`config.mk`:
```
export PLATFORM = sky130hd
export DESIGN_NAME = under_temp_fault_response
export DESIGN_NICKNAME = d
export VERILOG_FILES = /design/src/rtl/ut_fault_pkg.sv /design/src/rtl/lin11_if.sv /design/src/rtl/linear11_decode.sv /design/src/rtl/under_temp_fault_response.sv
export SDC_FILE = /design/constraint.sdc
export NUM_CORES = 1
export LEC_CHECK = 0
export ABC_AREA = 1
export BUFFER_PORTS_ARGS = -buffer_cell sky130_fd_sc_hd__buf_4
export CORE_MARGIN = 4
export CORE_UTILIZATION = 30
export DETAILED_ROUTE_END_ITERATION = 8
export HOLD_SLACK_MARGIN = 0.12
export PLACE_DENSITY = 0.51
export SLEW_MARGIN = 5
export SYNTH_ARGS = -nofsm -noshare
export SYNTH_HDL_FRONTEND = slang
export SYNTH_HIERARCHICAL = 1
export SYNTH_SLANG_ARGS = --single-unit
```
`constraint.sdc`:
```
create_clock -name core_clk_i -period 8.34 [get_ports core_clk_i]
set_input_delay 0.834 -clock core_clk_i [delete_from_list [all_inputs] [get_ports core_clk_i]]
set_output_delay 0.834 -clock core_clk_i [all_outputs]
set_load 0.02 [all_outputs]
```
`src/rtl/ut_fault_pkg.sv`:
```
`default_nettype none
package ut_fault_pkg;
   // command codes on the management port
   localparam logic [7:0] CMD_UT_WARN_LIMIT   = 8'h52; // warning threshold, linear-11
   localparam logic [7:0] CMD_FAULT_THRESHOLD = 8'h53; // fault threshold, linear-11
   localparam logic [7:0] CMD_UT_FAULT_ACTION = 8'h54; // response bit fields

   // decoded temperature: signed fixed point, 16 fraction bits
   localparam int VAL_W     = 48;
   localparam int FRAC_BITS = 16;
   localparam int SHIFT_W   = 5;

   // reset values, encoded and decoded
   localparam logic [15:0]             THR_RST_WORD  = 16'he530;        // -45 degC
   localparam logic signed [VAL_W-1:0] THR_RST_VAL   = -48'sd2949120;   // -45 * 2^16
   localparam logic [15:0]             WARN_RST_WORD = 16'hdc40;        // -30 degC
   localparam logic signed [VAL_W-1:0] WARN_RST_VAL  = -48'sd1966080;   // -30 * 2^16
   localparam logic [7:0]              ACTION_RST    = 8'h80;           // disable, no retry

   // accepted threshold range, -55 .. +25 degC
   localparam logic signed [VAL_W-1:0] LIMIT_MIN = -48'sd3604480;
   localparam logic signed [VAL_W-1:0] LIMIT_MAX = 48'sd1638400;

   // response field layout
   localparam int ACT_BEHAV_HI = 7;
   localparam int ACT_BEHAV_LO = 6;
   localparam int ACT_RETRY_HI = 5;
   localparam int ACT_RETRY_LO = 3;
   localparam int ACT_DELAY_HI = 2;
   localparam int ACT_DELAY_LO = 0;
   localparam logic [1:0] BEHAV_DISABLE_RETRY = 2'h2;
   localparam logic [2:0] RETRY_NONE          = 3'h0;

   // retry time unit
   localparam longint CLK_HZ          = 40000000;
   localparam longint RETRY_UNIT_MS   = 35;
   localparam longint RETRY_UNIT_CYC  = (RETRY_UNIT_MS * CLK_HZ) / 1000;

   // supervisor states
   typedef enum logic [2:0] {
      ST_IDLE    = 3'b000,  // output commanded off
      ST_RUN     = 3'b001,  // output enabled
      ST_LATCHED = 3'b010,  // disabled until restart
      ST_RETRY   = 3'b011   // disabled, waiting for delay and warm-up
   } sup_state_t;
endpackage
`default_nettype wire

```
`src/rtl/lin11_if.sv`:
```
`default_nettype none
// carries one linear-11 word to a decoder and the decoded value back
interface lin11_if;
   import ut_fault_pkg::*;
   logic [15:0]             word;  // exponent 15:11, mantissa 10:0
   logic signed [VAL_W-1:0] value; // mantissa * 2^exponent, 16 fraction bits
   modport dec  (input word, output value);
   modport user (output word, input value);
endinterface
`default_nettype wire

```
`src/rtl/linear11_decode.sv`:
```
`default_nettype none
module linear11_decode
   import ut_fault_pkg::*;
(
   // word in, value out
   lin11_if.dec bus
);
   logic signed [4:0]       expo;   // signed exponent
   logic signed [10:0]      mant;   // signed mantissa
   logic [SHIFT_W-1:0]      shamt;  // exponent + 16, always 0..31
   logic signed [VAL_W-1:0] mant_x; // mantissa sign-extended

   // adding 16 to a 5-bit two's complement number flips its top bit
   always_comb
   begin
      expo   = bus.word[15:11];
      mant   = bus.word[10:0];
      shamt  = {~expo[4], expo[3:0]};
      mant_x = VAL_W'(mant);
      bus.value = mant_x <<< shamt;
   end
endmodule // linear11_decode
`default_nettype wire

```
`src/rtl/under_temp_fault_response.sv`:
```
// Behaviour
// - threshold is linear-11, mantissa times two^exponent
// - out-of-range threshold writes rejected, old kept
// - threshold resets to -45 degC; at-or-below faults
// - retry waits until temperature above warning
// - response byte resets to disable, no retry
// - code 10 disables output and retries
// - fault drives alert low, sticky status bit
// - retry 000 keeps output off until restart
// - nonzero retry repeats until off or shutdown
// - retry interval is (delay+1) times 35 ms
// - warning sets summary and warning bits, alerts
`default_nettype none
module under_temp_fault_response
   import ut_fault_pkg::*;
#(
   parameter longint RETRY_UNIT_CYCLES = RETRY_UNIT_CYC // cycles per 35 ms step
)
(
   // clock and reset
   input  wire logic        core_clk_i,
   input  wire logic        rst_i,
   // management command port
   input  wire logic        cmd_write_i,   // one-cycle write strobe
   input  wire logic        cmd_read_i,    // one-cycle read strobe
   input  wire logic [7:0]  cmd_code_i,    // command code
   input  wire logic [15:0] cmd_wdata_i,   // write data
   input  wire logic        clear_faults_i,// clear-faults command pulse
   output logic      [15:0] cmd_rdata_o,   // read data, registered
   output logic             cmd_rvalid_o,  // read data valid pulse
   output logic             cmd_reject_o,  // write refused pulse
   // temperature measurement
   input  wire logic        temp_valid_i,  // new measurement pulse
   input  wire logic [15:0] temp_i,        // measurement, linear-11
   // power stage control
   input  wire logic        enable_i,      // enable pin and operation command
   input  wire logic        other_fault_i, // another fault shuts the unit down
   output logic             output_en_o,   // output stage enable
   // status and alert
   output logic             ut_fault_sts_o,// sticky under-temperature fault
   output logic             ut_warn_sts_o, // sticky under-temperature warning
   output logic             temp_sum_o,    // temperature summary bit
   output logic             alert_out_n_o  // alert line, active low
);
   import ut_fault_pkg::*;

   localparam int UNIT_W = $clog2(RETRY_UNIT_CYCLES + 1);
   localparam logic [UNIT_W-1:0] UNIT_LAST = UNIT_W'(RETRY_UNIT_CYCLES - 1);

   // whole state of the block
   typedef struct packed {
      sup_state_t              state;      // supervisor state
      logic [15:0]             thr_word;   // fault threshold as written
      logic signed [VAL_W-1:0] thr_val;    // fault threshold decoded
      logic [15:0]             warn_word;  // warning threshold as written
      logic signed [VAL_W-1:0] warn_val;   // warning threshold decoded
      logic [7:0]              action;     // response byte
      logic                    fault_sts;  // sticky fault bit
      logic                    warn_sts;   // sticky warning bit
      logic                    warm;       // last reading above warning
      logic [UNIT_W-1:0]       unit_cnt;   // cycles within one 35 ms step
      logic [2:0]              step_cnt;   // whole steps elapsed
      logic                    delay_done; // retry interval has run out
      logic [15:0]             rdata;      // read data
      logic                    rvalid;     // read answer pulse
      logic                    reject;     // write refused pulse
   } ut_state_t;

   ut_state_t st_reg;   // registered state
   ut_state_t st_next;  // next state

   // decoders: one for write data, one for measurements
   lin11_if wr_bus ();
   lin11_if tm_bus ();

   assign wr_bus.word = cmd_wdata_i;
   assign tm_bus.word = temp_i;

   linear11_decode u_wr_decode
   (
      .bus (wr_bus.dec)
   );

   linear11_decode u_tm_decode
   (
      .bus (tm_bus.dec)
   );

   // combinational helpers
   logic       wr_in_range;   // decoded write within accepted range
   logic       wr_thr;        // write to fault threshold
   logic       wr_warn;       // write to warning threshold
   logic       wr_act;        // write to response byte
   logic       fault_ev;      // measurement at or below fault threshold
   logic       warn_ev;       // measurement at or below warning threshold
   logic       meas_warm;     // measurement above warning threshold
   logic       retry_mode;    // response asks for retry
   logic       stop_retry;    // commanded off or shut down elsewhere
   logic [2:0] delay_sel;     // delay field
   logic [2:0] retry_sel;     // retry field
   logic [1:0] behav_sel;     // behaviour field

   // command decode and comparisons
   always_comb
   begin
      wr_in_range = (wr_bus.value >= LIMIT_MIN) && (wr_bus.value <= LIMIT_MAX);
      wr_thr      = cmd_write_i && (cmd_code_i == CMD_FAULT_THRESHOLD);
      wr_warn     = cmd_write_i && (cmd_code_i == CMD_UT_WARN_LIMIT);
      wr_act      = cmd_write_i && (cmd_code_i == CMD_UT_FAULT_ACTION);
      // comparison in decoded units, so any exponent compares correctly
      fault_ev    = temp_valid_i && (tm_bus.value <= st_reg.thr_val);
      warn_ev     = temp_valid_i && (tm_bus.value <= st_reg.warn_val);
      meas_warm   = tm_bus.value > st_reg.warn_val;
      behav_sel   = st_reg.action[ACT_BEHAV_HI:ACT_BEHAV_LO];
      retry_sel   = st_reg.action[ACT_RETRY_HI:ACT_RETRY_LO];
      delay_sel   = st_reg.action[ACT_DELAY_HI:ACT_DELAY_LO];
      retry_mode  = (behav_sel == BEHAV_DISABLE_RETRY) && (retry_sel != RETRY_NONE);
      stop_retry  = !enable_i || other_fault_i;
   end

   // next-state logic
   always_comb
   begin
      st_next        = st_reg;
      st_next.rvalid = 1'b0;
      st_next.reject = 1'b0;

      // threshold writes: out-of-range values leave the old setting alone
      if (wr_thr)
      begin
         if (wr_in_range)
         begin
            st_next.thr_word = cmd_wdata_i;
            st_next.thr_val  = wr_bus.value;
         end
         else
         begin
            st_next.reject = 1'b1;
         end
      end
      if (wr_warn)
      begin
         // the host is trusted to keep this above the fault threshold
         if (wr_in_range)
         begin
            st_next.warn_word = cmd_wdata_i;
            st_next.warn_val  = wr_bus.value;
         end
         else
         begin
            st_next.reject = 1'b1;
         end
      end
      // response byte: unused behaviour codes are refused
      if (wr_act)
      begin
         if (cmd_wdata_i[ACT_BEHAV_HI:ACT_BEHAV_LO] == BEHAV_DISABLE_RETRY)
         begin
            st_next.action = cmd_wdata_i[7:0];
         end
         else
         begin
            st_next.reject = 1'b1;
         end
      end
      // unknown write codes are refused as well
      if (cmd_write_i && !wr_thr && !wr_warn && !wr_act)
      begin
         st_next.reject = 1'b1;
      end

      // read answer one cycle after the strobe, zero for unknown codes
      if (cmd_read_i)
      begin
         st_next.rvalid = 1'b1;
         case (cmd_code_i)
            CMD_FAULT_THRESHOLD: st_next.rdata = st_reg.thr_word;
            CMD_UT_WARN_LIMIT:   st_next.rdata = st_reg.warn_word;
            CMD_UT_FAULT_ACTION: st_next.rdata = {8'h00, st_reg.action};
            default:             st_next.rdata = 16'h0000;
         endcase
      end

      // sticky status: clear first, so a same-cycle event wins
      if (clear_faults_i)
      begin
         st_next.fault_sts = 1'b0;
         st_next.warn_sts  = 1'b0;
      end
      if (warn_ev)
      begin
         st_next.warn_sts = 1'b1;
      end
      if (temp_valid_i)
      begin
         st_next.warm = meas_warm;
      end

      // retry interval counter, runs only while waiting to retry
      if (st_reg.state == ST_RETRY && !st_reg.delay_done)
      begin
         if (st_reg.unit_cnt == UNIT_LAST)
         begin
            st_next.unit_cnt = '0;
            if (st_reg.step_cnt == delay_sel)
            begin
               st_next.delay_done = 1'b1;
            end
            else
            begin
               st_next.step_cnt = st_reg.step_cnt + 3'h1;
            end
         end
         else
         begin
            st_next.unit_cnt = st_reg.unit_cnt + UNIT_W'(1);
         end
      end

      // supervisor
      case (st_reg.state)
         ST_IDLE:
         begin
            // output held off while commanded off or shut down
            if (!stop_retry)
            begin
               st_next.state = ST_RUN;
            end
         end
         ST_RUN:
         begin
            if (fault_ev)
            begin
               st_next.fault_sts  = 1'b1;
               st_next.unit_cnt   = '0;
               st_next.step_cnt   = 3'h0;
               st_next.delay_done = 1'b0;
               // the interval counts from the moment the fault is seen
               st_next.state = retry_mode ? ST_RETRY : ST_LATCHED;
               st_next.warm  = 1'b0;
            end
            else if (stop_retry)
            begin
               st_next.state = ST_IDLE;
            end
         end
         ST_LATCHED:
         begin
            // stays off until reset; clear-faults does not restart it
            st_next.state = ST_LATCHED;
         end
         ST_RETRY:
         begin
            if (stop_retry)
            begin
               st_next.state = ST_IDLE;
            end
            else if (st_reg.delay_done && st_reg.warm)
            begin
               st_next.state = ST_RUN;
            end
         end
         default:
         begin
            st_next.state = ST_LATCHED;
         end
      endcase

      // a fault seen while not running still latches the status bit
      if (fault_ev)
      begin
         st_next.fault_sts = 1'b1;
      end
   end

   // state register
   always_ff @(posedge core_clk_i or posedge rst_i)
   begin
      if (rst_i)
      begin
         st_reg.state      <= ST_IDLE;
         st_reg.thr_word   <= THR_RST_WORD;
         st_reg.thr_val    <= THR_RST_VAL;
         st_reg.warn_word  <= WARN_RST_WORD;
         st_reg.warn_val   <= WARN_RST_VAL;
         st_reg.action     <= ACTION_RST;
         st_reg.fault_sts  <= 1'b0;
         st_reg.warn_sts   <= 1'b0;
         st_reg.warm       <= 1'b0;
         st_reg.unit_cnt   <= '0;
         st_reg.step_cnt   <= 3'h0;
         st_reg.delay_done <= 1'b0;
         st_reg.rdata      <= 16'h0000;
         st_reg.rvalid     <= 1'b0;
         st_reg.reject     <= 1'b0;
      end
      else
      begin
         st_reg <= st_next;
      end
   end

   // outputs, all taken from registered state
   assign cmd_rdata_o    = st_reg.rdata;
   assign cmd_rvalid_o   = st_reg.rvalid;
   assign cmd_reject_o   = st_reg.reject;
   assign output_en_o    = (st_reg.state == ST_RUN);
   assign ut_fault_sts_o = st_reg.fault_sts;
   assign ut_warn_sts_o  = st_reg.warn_sts;
   // summary covers both temperature conditions
   assign temp_sum_o     = st_reg.fault_sts | st_reg.warn_sts;
   // alert stays low until clear-faults drops every sticky bit
   assign alert_out_n_o  = !(st_reg.fault_sts | st_reg.warn_sts);

endmodule // under_temp_fault_response
`default_nettype wire

```
# Yosys cells after proc, flatten, opt, wreduce, memory -nomap -nowiden
# Index checks and enable logic that the tools add are counted.
[totals] register_bits=185 latchBits=0 mem_bits_rw=0 mem_bits_ro=0 n_memories=0
[op_classes] n_addsub=2 n_mul=0 div=0 order_cmp=5 eq_ne=12 n_shift=2 mux=27 bitwise=3 reduce_logical=27
[ops] cell="$le 48x48->1" count=2
[ops] cell="$sshl 11x5->48" count=2
[ops] cell="$mux 26" count=2
[ops] cell="$ge 48x23->1 const B" count=1
[ops] cell="$gt 48x48->1" count=1
[ops] cell="$le 48x22->1 const B" count=1
[ops] cell="$pmux 16 s3" count=1
[ops] cell="$mux 25" count=1
[ops] cell="$eq 8x7->1 const B" count=3
[ops] cell="$add 21x1->21 const B" count=1
[ops] cell="$eq 21x21->1 const B" count=1
[ops] cell="$mux 21" count=1
[ops] cell="$mux 3" count=6
[ops] cell="$mux 1" count=13
[ops] cell="$logic_and 1x1->1" count=12
[ops] cell="$pmux 3 s3" count=1
[ops] cell="$logic_not 1->1" count=6
[ops] cell="$reduce_and 2->1" count=3
[ops] cell="$eq 2x2->1 const B" count=2
[ops] cell="$mux 4" count=1
[ops] cell="$reduce_bool 2->1" count=2
[ops] cell="$add 3x1->3 const B" count=1
[ops] cell="$eq 3x1->1 const B" count=1
[ops] cell="$eq 3x2->1 const B" count=1
[ops] cell="11 further kinds" count=12

# Longest topological paths before layout
# Gate-level depths: netlist of run 1.
[depth] depth_word=11 depth_mapped=28 ltp_nobuf=28

# By module
# Netlist of run 1, hierarchy kept.
[modules_own_cells] module="under_temp_fault_response" n_inst=1 cells_each=1314 area_each_um2=10871.7 seq_area_each_um2=4693.3
[modules_own_cells] module="linear11_decode" n_inst=2 cells_each=244 area_each_um2=1131.1 seq_area_each_um2=0.0

# Worst setup path before layout of run 1
# No wires, ideal clock.
[synth_timing] kind="in2reg" from="input port temp_i[11]" to="register st_reg[43] in the netlist's numbering" setup_time_ps=123 t_arrival_ps=2915 t_required_ps=8217 slack_ps=5302 cell_stages=25 n_path_buf=2 path_cell_list="inv_2 -> buf_6 -> nand2_2 -> nand3_1 -> nand2_1 -> nand2_1 -> nand2_1 -> nand2_1 -> nand3_1 -> nand2_1 -> ha_1 -> nand2_1 -> inv_1 -> nand3_1 -> nor2_1 -> nand3_1 -> nor2_1 -> nand2_1 -> nand3_1 -> nand2_1 -> nand3_1 -> nand3_1 -> buf_2 -> o21ai_0 -> a21oi_1"
[synth_rtl] element="start, declared" line="under_temp_fault_response.sv:34" rtl="input wire logic [15:0] temp_i,"
[synth_rtl] element="end signal, assigned" line="under_temp_fault_response.sv:299" rtl="st_reg <= st_next;"
[synth_rtl] element="end, declared" line="under_temp_fault_response.sv:69" rtl="ut_state_t st_reg;"

==> results of run 1 <==
-- metal layers --
| metal | vias to the layer above | global-route usage (%) | routed length (um) |
|---|---|---|---|
| met5 | - | 0 | 0 |
| met4 | 0 | 4.049 | 496 |
| met3 | 31 | 2.765 | 1224 |
| met2 | 182 | 24.24 | 15740 |
| met1 | 5183 | 20.32 | 16530 |
| li1 | 5761 | - | - |
-- power by group through the flow --
stage,Combinational (mW),Sequential (mW),Clock (mW)
after floorplan,0.318,0.959,0
after global placement,0.436,0.962,0
after detailed placement,0.440,0.963,0
after CTS,0.441,0.947,0.848
after global routing,0.508,0.951,0.885
final,0.435,0.947,0.819
-- cell usage in the layout (no fill, tap or decap), types with 8 or more instances in the layout --
master	count
ha_1	98
dfrtp_1	113
nand3_1	145
nand2_1	592
a21oi_1	56
nor4_1	19
nand3_2	10
nand2_2	22
o21ai_1	44
dfstp_2	71
buf_4	75
o21ai_2	37
nor3_1	25
clkbuf_16	17
inv_1	244
nor2_1	83
a22o_1	9
nand4_1	37
o21ai_0	40
xnor2_1	8
-- through the flow --
stage / cells / hold WS (ns) / setup slack, ns / util (%)
2_1_floorplan: 1802 / 0.4419 / 2.623 / -
3_3_place_gp: 2365 / 0.4507 / 3.543 / 31.79
3_5_place_dp: 2365 / 0.4521 / 3.548 / 31.79
4_1_cts: 2397 / 0.4228 / 4.074 / 33.12
5_1_grt: 2397 / 0.4641 / 3.624 / 33.12
6_report: 2397 / 0.4200 / 4.101 / 33.12
-- logic make-up (layout without fill, tap and decap cells) --
logic type                 Yosys count  after routing  share of synthesized area, %
and+or+nand+nor                    954            954                         31.60
buffers and inverters              346            356                         12.62
AOI/OAI and AO/OA                  205            205                         9.688
DFF                                184            184                         35.73
adders and majority gates           98             98                         9.336
xor gates and xnor gates            14             14                        0.9336
muxes                                1              1                       0.08573
-- worst max-delay path, stage by stage --
cell,delay (ns)
buf_4,0.20
inv_1,0.49
nand2_1,0.32
nand2_1,0.23
nand2_1,0.07
nand2_1,0.14
ha_1,0.27
nand2_1,0.08
inv_1,0.04
nand2_1,0.05
nand2_1,0.05
nand2_1,0.05
nand2_1,0.09
a21oi_1,0.20
nand3_1,0.09
nand2_1,0.06
nand3_1,0.17
nand3_1,0.65
nand2_1,0.17
or2_2,0.32
inv_1,0.05
-- worst max-delay path by stage --
stage	from	endpoint	cells after the start
after CTS	temp_i[14]	st_reg[19]	17
after floorplan	rst_i	behav_sel[0]	1
after global routing	temp_i[14]	st_reg[19]	20
final	temp_i[14]	st_reg[25]	21
after detailed placement	temp_i[14]	st_reg[19]	17
after global placement	temp_i[14]	st_reg[25]	18
-- cell type report --
type	instances	area (sq um)
clock buffer	19	432.9
clock inverter	13	138.9
fill	4749	28870
inverter	249	939.7
multi-input combinational	1272	6798
sequential	184	4693
tap	585	732.0
timing repair buffer	75	563.0
-- synth_stat cells (all sizes together), types with 2 or more instances --
cell type,n
buf,82
o21a,2
a221oi,6
inv,249
xor2,6
a21oi,58
nand4,39
nor2,88
a21o,2
nor3,27
nor3b,2
o21ai,121
nand2,616
a22o,9
o211ai,2
nand3,157
nor4,19
dfstp,71
or2,4
o31ai,2
dfrtp,113
clkbuf,15
ha,98
xnor2,8
==> run_results.csv, run 1 <==
group,metric,value,unit
outcome,status,"complete, no violations",
synth,yosysTopAreaCell,"dfrtp_1",
power_and_ir_drop,switching_power,0.7111,mW
place,place_area,13730,sq um
floorplan,start_util,30.42,%
sta,post-route-min-period,4.239,ns
global_route,grt_max_degree,79,
sta,max_slew_margin,28.35,%
floorplan,placementRows,76,
final_layout,drive_above_1_share,14.96,%
synth,yosysSeqAreaShare,35.73,%
sta,worst_slew_pin_slew,1.074,ns
drt,drt_iter0_markers,746,
synth,syn_inst,1802,
clocking,cts_resized,0,
sta,setup_viol,0,
drt,firstDrtPassIters,5,
sta,rsz0062_at_grt,"false",
worst_setup_path,cp_max_fo,24,
place,dp_hpwl,25920,um
sta,clock_skew,0.01401,ns
synth,synth_fp_nets,1948,
final_layout,insertedDiodeCount,0,
sta,max_freq,235.9,MHz
global_route,grt_overflow,0,
power_and_ir_drop,leakage,7.047,nW
drt,vias_per_cell,4.655,
global_route,grt_pass1_wl,56780,um
worst_setup_path,timing.reg2reg.setup_slack,5.08,ns
worst_setup_path,critical_path_arrival,4.66,ns
clocking,cts_setup_buffers,0,
drt,drc_errors,0,
power_and_ir_drop,p_sw_share,32.32,%
synth,avgSynthCellArea,7.288,sq um
sta,tns,0,ns
worst_setup_path,crit_type,"input port to flop",
synth,syn_area,13130,sq um
synth,post_synth_num_cell_types,46,
hold_path,min_path_type,"input port to asynchronous set/reset pin",
power_and_ir_drop,pwr-share-clk,37.2,%
synth,ys_ff_latch,184,
worst_setup_path,r2r_end,"st_reg[19]",
power_and_ir_drop,power_density,153.9,nW/um^2
power_and_ir_drop,power,2.200,mW
final_layout,largest_reg_flops,156,
sta,period_share,50.82,%
worst_setup_path,end_kind,"flop",
synth,synth_top_area_share,21.53,%
synth,synth_flop_cell,"dfrtp_1",
clocking,htree_levels,4,
worst_setup_path,r2r_start,"st_reg[165]",
floorplan,pin_count,71,
job,cap_violations,0,
power_and_ir_drop,vdd.ir_drop.worst,86.72,uV
clocking,root_buffer,"clkbuf_16",
final_layout,area_growth,8.860,%
floorplan,dieHeight,217.2,um
drt,detail_route.wl_per_cell,14.18,um
final_layout,layout.nets,1945,
synth,synth_edf_count,0,
drt,drt-total-wl,33990,um
clocking,clkTransAtPathRegs,0.07,ns
synth,synthArstFlopShare,100.0,%
place,port_buffers,70,
clocking,cts_hold_buf,0,
final_layout,final_area,14300,sq um
synth,synthTopCellsByArea,"dfrtp_1, nand2_1, dfstp_2",
worst_setup_path,start_kind,"input port",
worst_setup_path,reg2regPathDepth,14,
clocking,clk_latency,0.48,ns
global_route,track_usage,14.87,%
clocking,clk_path_buf_depth,2,
floorplan,die_area,47190,sq um
clocking,cts_buffers,17,
global_route,grt_antenna_before_repair,0,
place,place_congestion,0.8716,
power_and_ir_drop,p_seq_share,43.0,%
sta,hold_violations,0,
synth,ys_warn_count,6,
power_and_ir_drop,p_int,1.489,mW
drt,postRouteAntennaNets,0,
global_route,grt_pass1_vias,11058,
floorplan,design.core.area,43170,sq um
floorplan,die_width,217.2,um
worst_setup_path,required,8.76,ns
clocking,clock_sinks,184,
clocking,cts_tree,"yes",
drt,vias,11157,
sta,finalMaxSlewViolations,0,
power_and_ir_drop,comb_power_share,19.8,%
No activity file was read; power rests on OpenSTA's default activity.
==> run 2, diff against run 1 <==
PLACE_DENSITY = 0.53   (was 0.51)
clock period = 3.5 ns   (was 8.34 ns; I/O delays follow)
==> run 2 against run 1 <==
  * Combinational power grew 140%
  * Register-to-register slack lost 4.3 ns
  * First-iteration DRC count grew 2.5%
  * Clock skew grew 0.00062 ns
  * Critical endpoint is now st_reg[32]
  * Sequential power grew 140%
  * Largest cell class unchanged
  * Cell area grew 2.0%
  * Flip-flop and latch count is the same
  * Utilization grew 0.67 points
  * Sequential share of layout area shrank 0.65 points
  * Setup slack lost 3.5 ns
  * Global-route usage shrank 0.49 points
  * Via count grew 1.2%
==> run_results.csv, run 2 (synthesis results as in run 1) <==
group,metric,value,unit
sta,period_share,83.68,%
floorplan,pin_count,71,
worst_setup_path,end_kind,"flop",
global_route,grt_overflow,0,
floorplan,design.core.area,43170,sq um
worst_setup_path,start_kind,"input port",
drt,vias_per_cell,4.658,
floorplan,dieHeight,217.2,um
clocking,cts_buffers,17,
worst_setup_path,path_common_cell,"nand2_1",
floorplan,die_area,47190,sq um
clocking,clkTransAtPathRegs,0.08,ns
drt,drt_iter0_markers,765,
job,cap_violations,0,
sta,holdWs,0.1553,ns
final_layout,largest_reg_flops,156,
drt,vias,11287,
place,place_congestion,0.8715,
final_layout,layout.nets,1971,
drt,postRouteAntennaNets,0,
global_route,grt_pass1_vias,11188,
sta,clock_skew,0.01464,ns
place,dp_hpwl,24570,um
place,port_buffers,70,
sta,rsz0062_at_grt,"false",
drt,wl_met1,16300,um
final_layout,area_growth,11.06,%
clocking,clk_latency,0.46,ns
sta,max_freq,341.4,MHz
final_layout,insertedDiodeCount,0,
global_route,grt_pass1_wl,55930,um
hold_path,min_path_type,"input port to flop",
sta,max_slew_margin,57.06,%
final_layout,nFillCells,4668,
clocking,clk_path_buf_depth,2,
floorplan,start_util,30.42,%
sta,setup_viol,0,
power_and_ir_drop,vdd.ir_drop.worst,316.2,uV
drt,detail_route.wl_per_cell,13.54,um
outcome,status,"complete, no violations",
drt,firstDrtPassIters,5,
global_route,grt_max_degree,103,
hold_path,hp-start,"cmd_wdata_i[8]",
final_layout,multiInputGateArea,6798,sq um
sta,worst_slew_pin_slew,0.6434,ns
final_layout,drive_above_1_share,16.05,%
final_layout,regArea,4693,sq um
power_and_ir_drop,power_density,361.8,nW/um^2
worst_setup_path,timing.reg2reg.setup_slack,0.77,ns
worst_setup_path,r2r_start,"st_reg[165]",
global_route,grt_antenna_before_repair,0,
sta,tns,0,ns
sta,hold_violations,0,
worst_setup_path,slowest_stage,"nor2_1",
drt,routed.top_layer,"met4",
final_layout,layout_common_cells,"nand2_1, inv_1, nand3_1, dfrtp_1, ha_1",
sta,finalMaxSlewViolations,0,
clocking,root_buffer,"clkbuf_16",
clocking,cts_tree,"yes",
drt,drc_errors,0,
clocking,htree_levels,4,
worst_setup_path,reg2regPathDepth,13,
worst_setup_path,slowest_delay,0.24,ns
floorplan,die_width,217.2,um
drt,dr_wl_met3,982,um
worst_setup_path,r2r_end,"st_reg[32]",
worst_setup_path,crit_type,"input port to flop",
floorplan,placementRows,76,
hold_path,hold_path_depth,3,
final_layout,layout_commonest_cell,"nand2_1",
worst_setup_path,cp_max_fo,15,
global_route,track_usage,14.38,%
drt,dr_wl_met2,15120,um
sta,post-route-min-period,2.929,ns
worst_setup_path,critical_path_arrival,3.32,ns
worst_setup_path,crit_chain,"buf_4, inv_2, nand2_1, a21oi_2, nand2_1, nand3_1, nand2_1, o21ai_1, ha_1, nand4_1, nor2_1, nand3_1, nor2_1, nand2_1, nand4_1, nand3_1, nand3_1, buf_4, nand2_1, a21oi_1",
clocking,clock_sinks,184,
power_and_ir_drop,leakage,7.215,nW
hold_path,holdPathEnd,"st_reg[174]",
drt,drt-total-wl,32800,um
worst_setup_path,required,3.89,ns
==> run 2: changes by cell type in the layout (fill, tap and decap cells not counted), moves of 2 or more <==
cell,previous run,this run
clkinv_4,0,2
dlygate4sd3_1,0,4
clkbuf_1,2,0
inv_8,3,5
buf_4,75,92
clkinvlp_4,3,1
buf_12,0,5
==> run 2: per-stage QoR <==
stage,util [%],instance area (sq um),setup WS (ns),total power [mW],instances
finish,33.79,14590,0.5711,5.277,2423
global route,33.79,14590,0.1690,5.618,2423
CTS,33.79,14590,0.5835,5.362,2423
detailed placement,32.32,13950,0.08505,3.353,2387
global placement,32.32,13950,0.1421,3.339,2387
floorplan,-,13140,0.8434,3.042,1802
==> run 2: how the worst max path moves through the flow <==
| stage | slack (ns) | start | to | cells past startpoint |
|---|---|---|---|---|
| global placement | 0.14 | temp_i[11] | st_reg[29] | 24 |
| global route | 0.17 | temp_i[11] | st_reg[32] | 23 |
| floorplan | 0.84 | rst_i | behav_sel[0] | 1 |
| detailed placement | 0.09 | temp_i[11] | st_reg[36] | 23 |
| CTS | 0.58 | temp_i[11] | st_reg[32] | 23 |
| finish | 0.57 | temp_i[11] | st_reg[32] | 20 |
==> run 2: critical path, delay by kind of cell <==
family / cells / cell delay (ns)
AND/OR/NAND/NOR: 13 / 1.69
buffers and inverters: 3 / 0.56
AO/OA/AOI/OAI: 3 / 0.53
adder cells (fa/ha/maj): 1 / 0.18
==> run 2: area by class of cell <==
class,instances,share of cell area (%)
inverters,249,6.433
clock buffers,18,3.088
repair buffers,101,5.696
flip-flops and latches,184,32.18
clock inverters,14,0.9864
multi-input cells,1272,46.60
well taps,585,5.018
==> run 2: report_power, final <==
part	internal, mW	leakage, nW	total [mW]	switching (mW)
Combinational	0.375	4.66	1.06	0.684
Clock	0.995	0.296	1.96	0.969
Sequential	2.20	2.26	2.25	0.0566
Total	3.57	7.22	5.28	1.71
==> run 2: per-layer routing <==
layer / vias to the layer above / global-route usage, %
met5: - / 0
met4: 0 / 3.477
met3: 23 / 2.039
met2: 172 / 23.93
met1: 5279 / 19.83
li1: 5813 / -
==> run 2: repair_timing <==
action	in CTS	in global routing
hold buffers	4	0
gates resized for setup	0	0
hold endpoints to repair	18	0
setup buffers	0	0
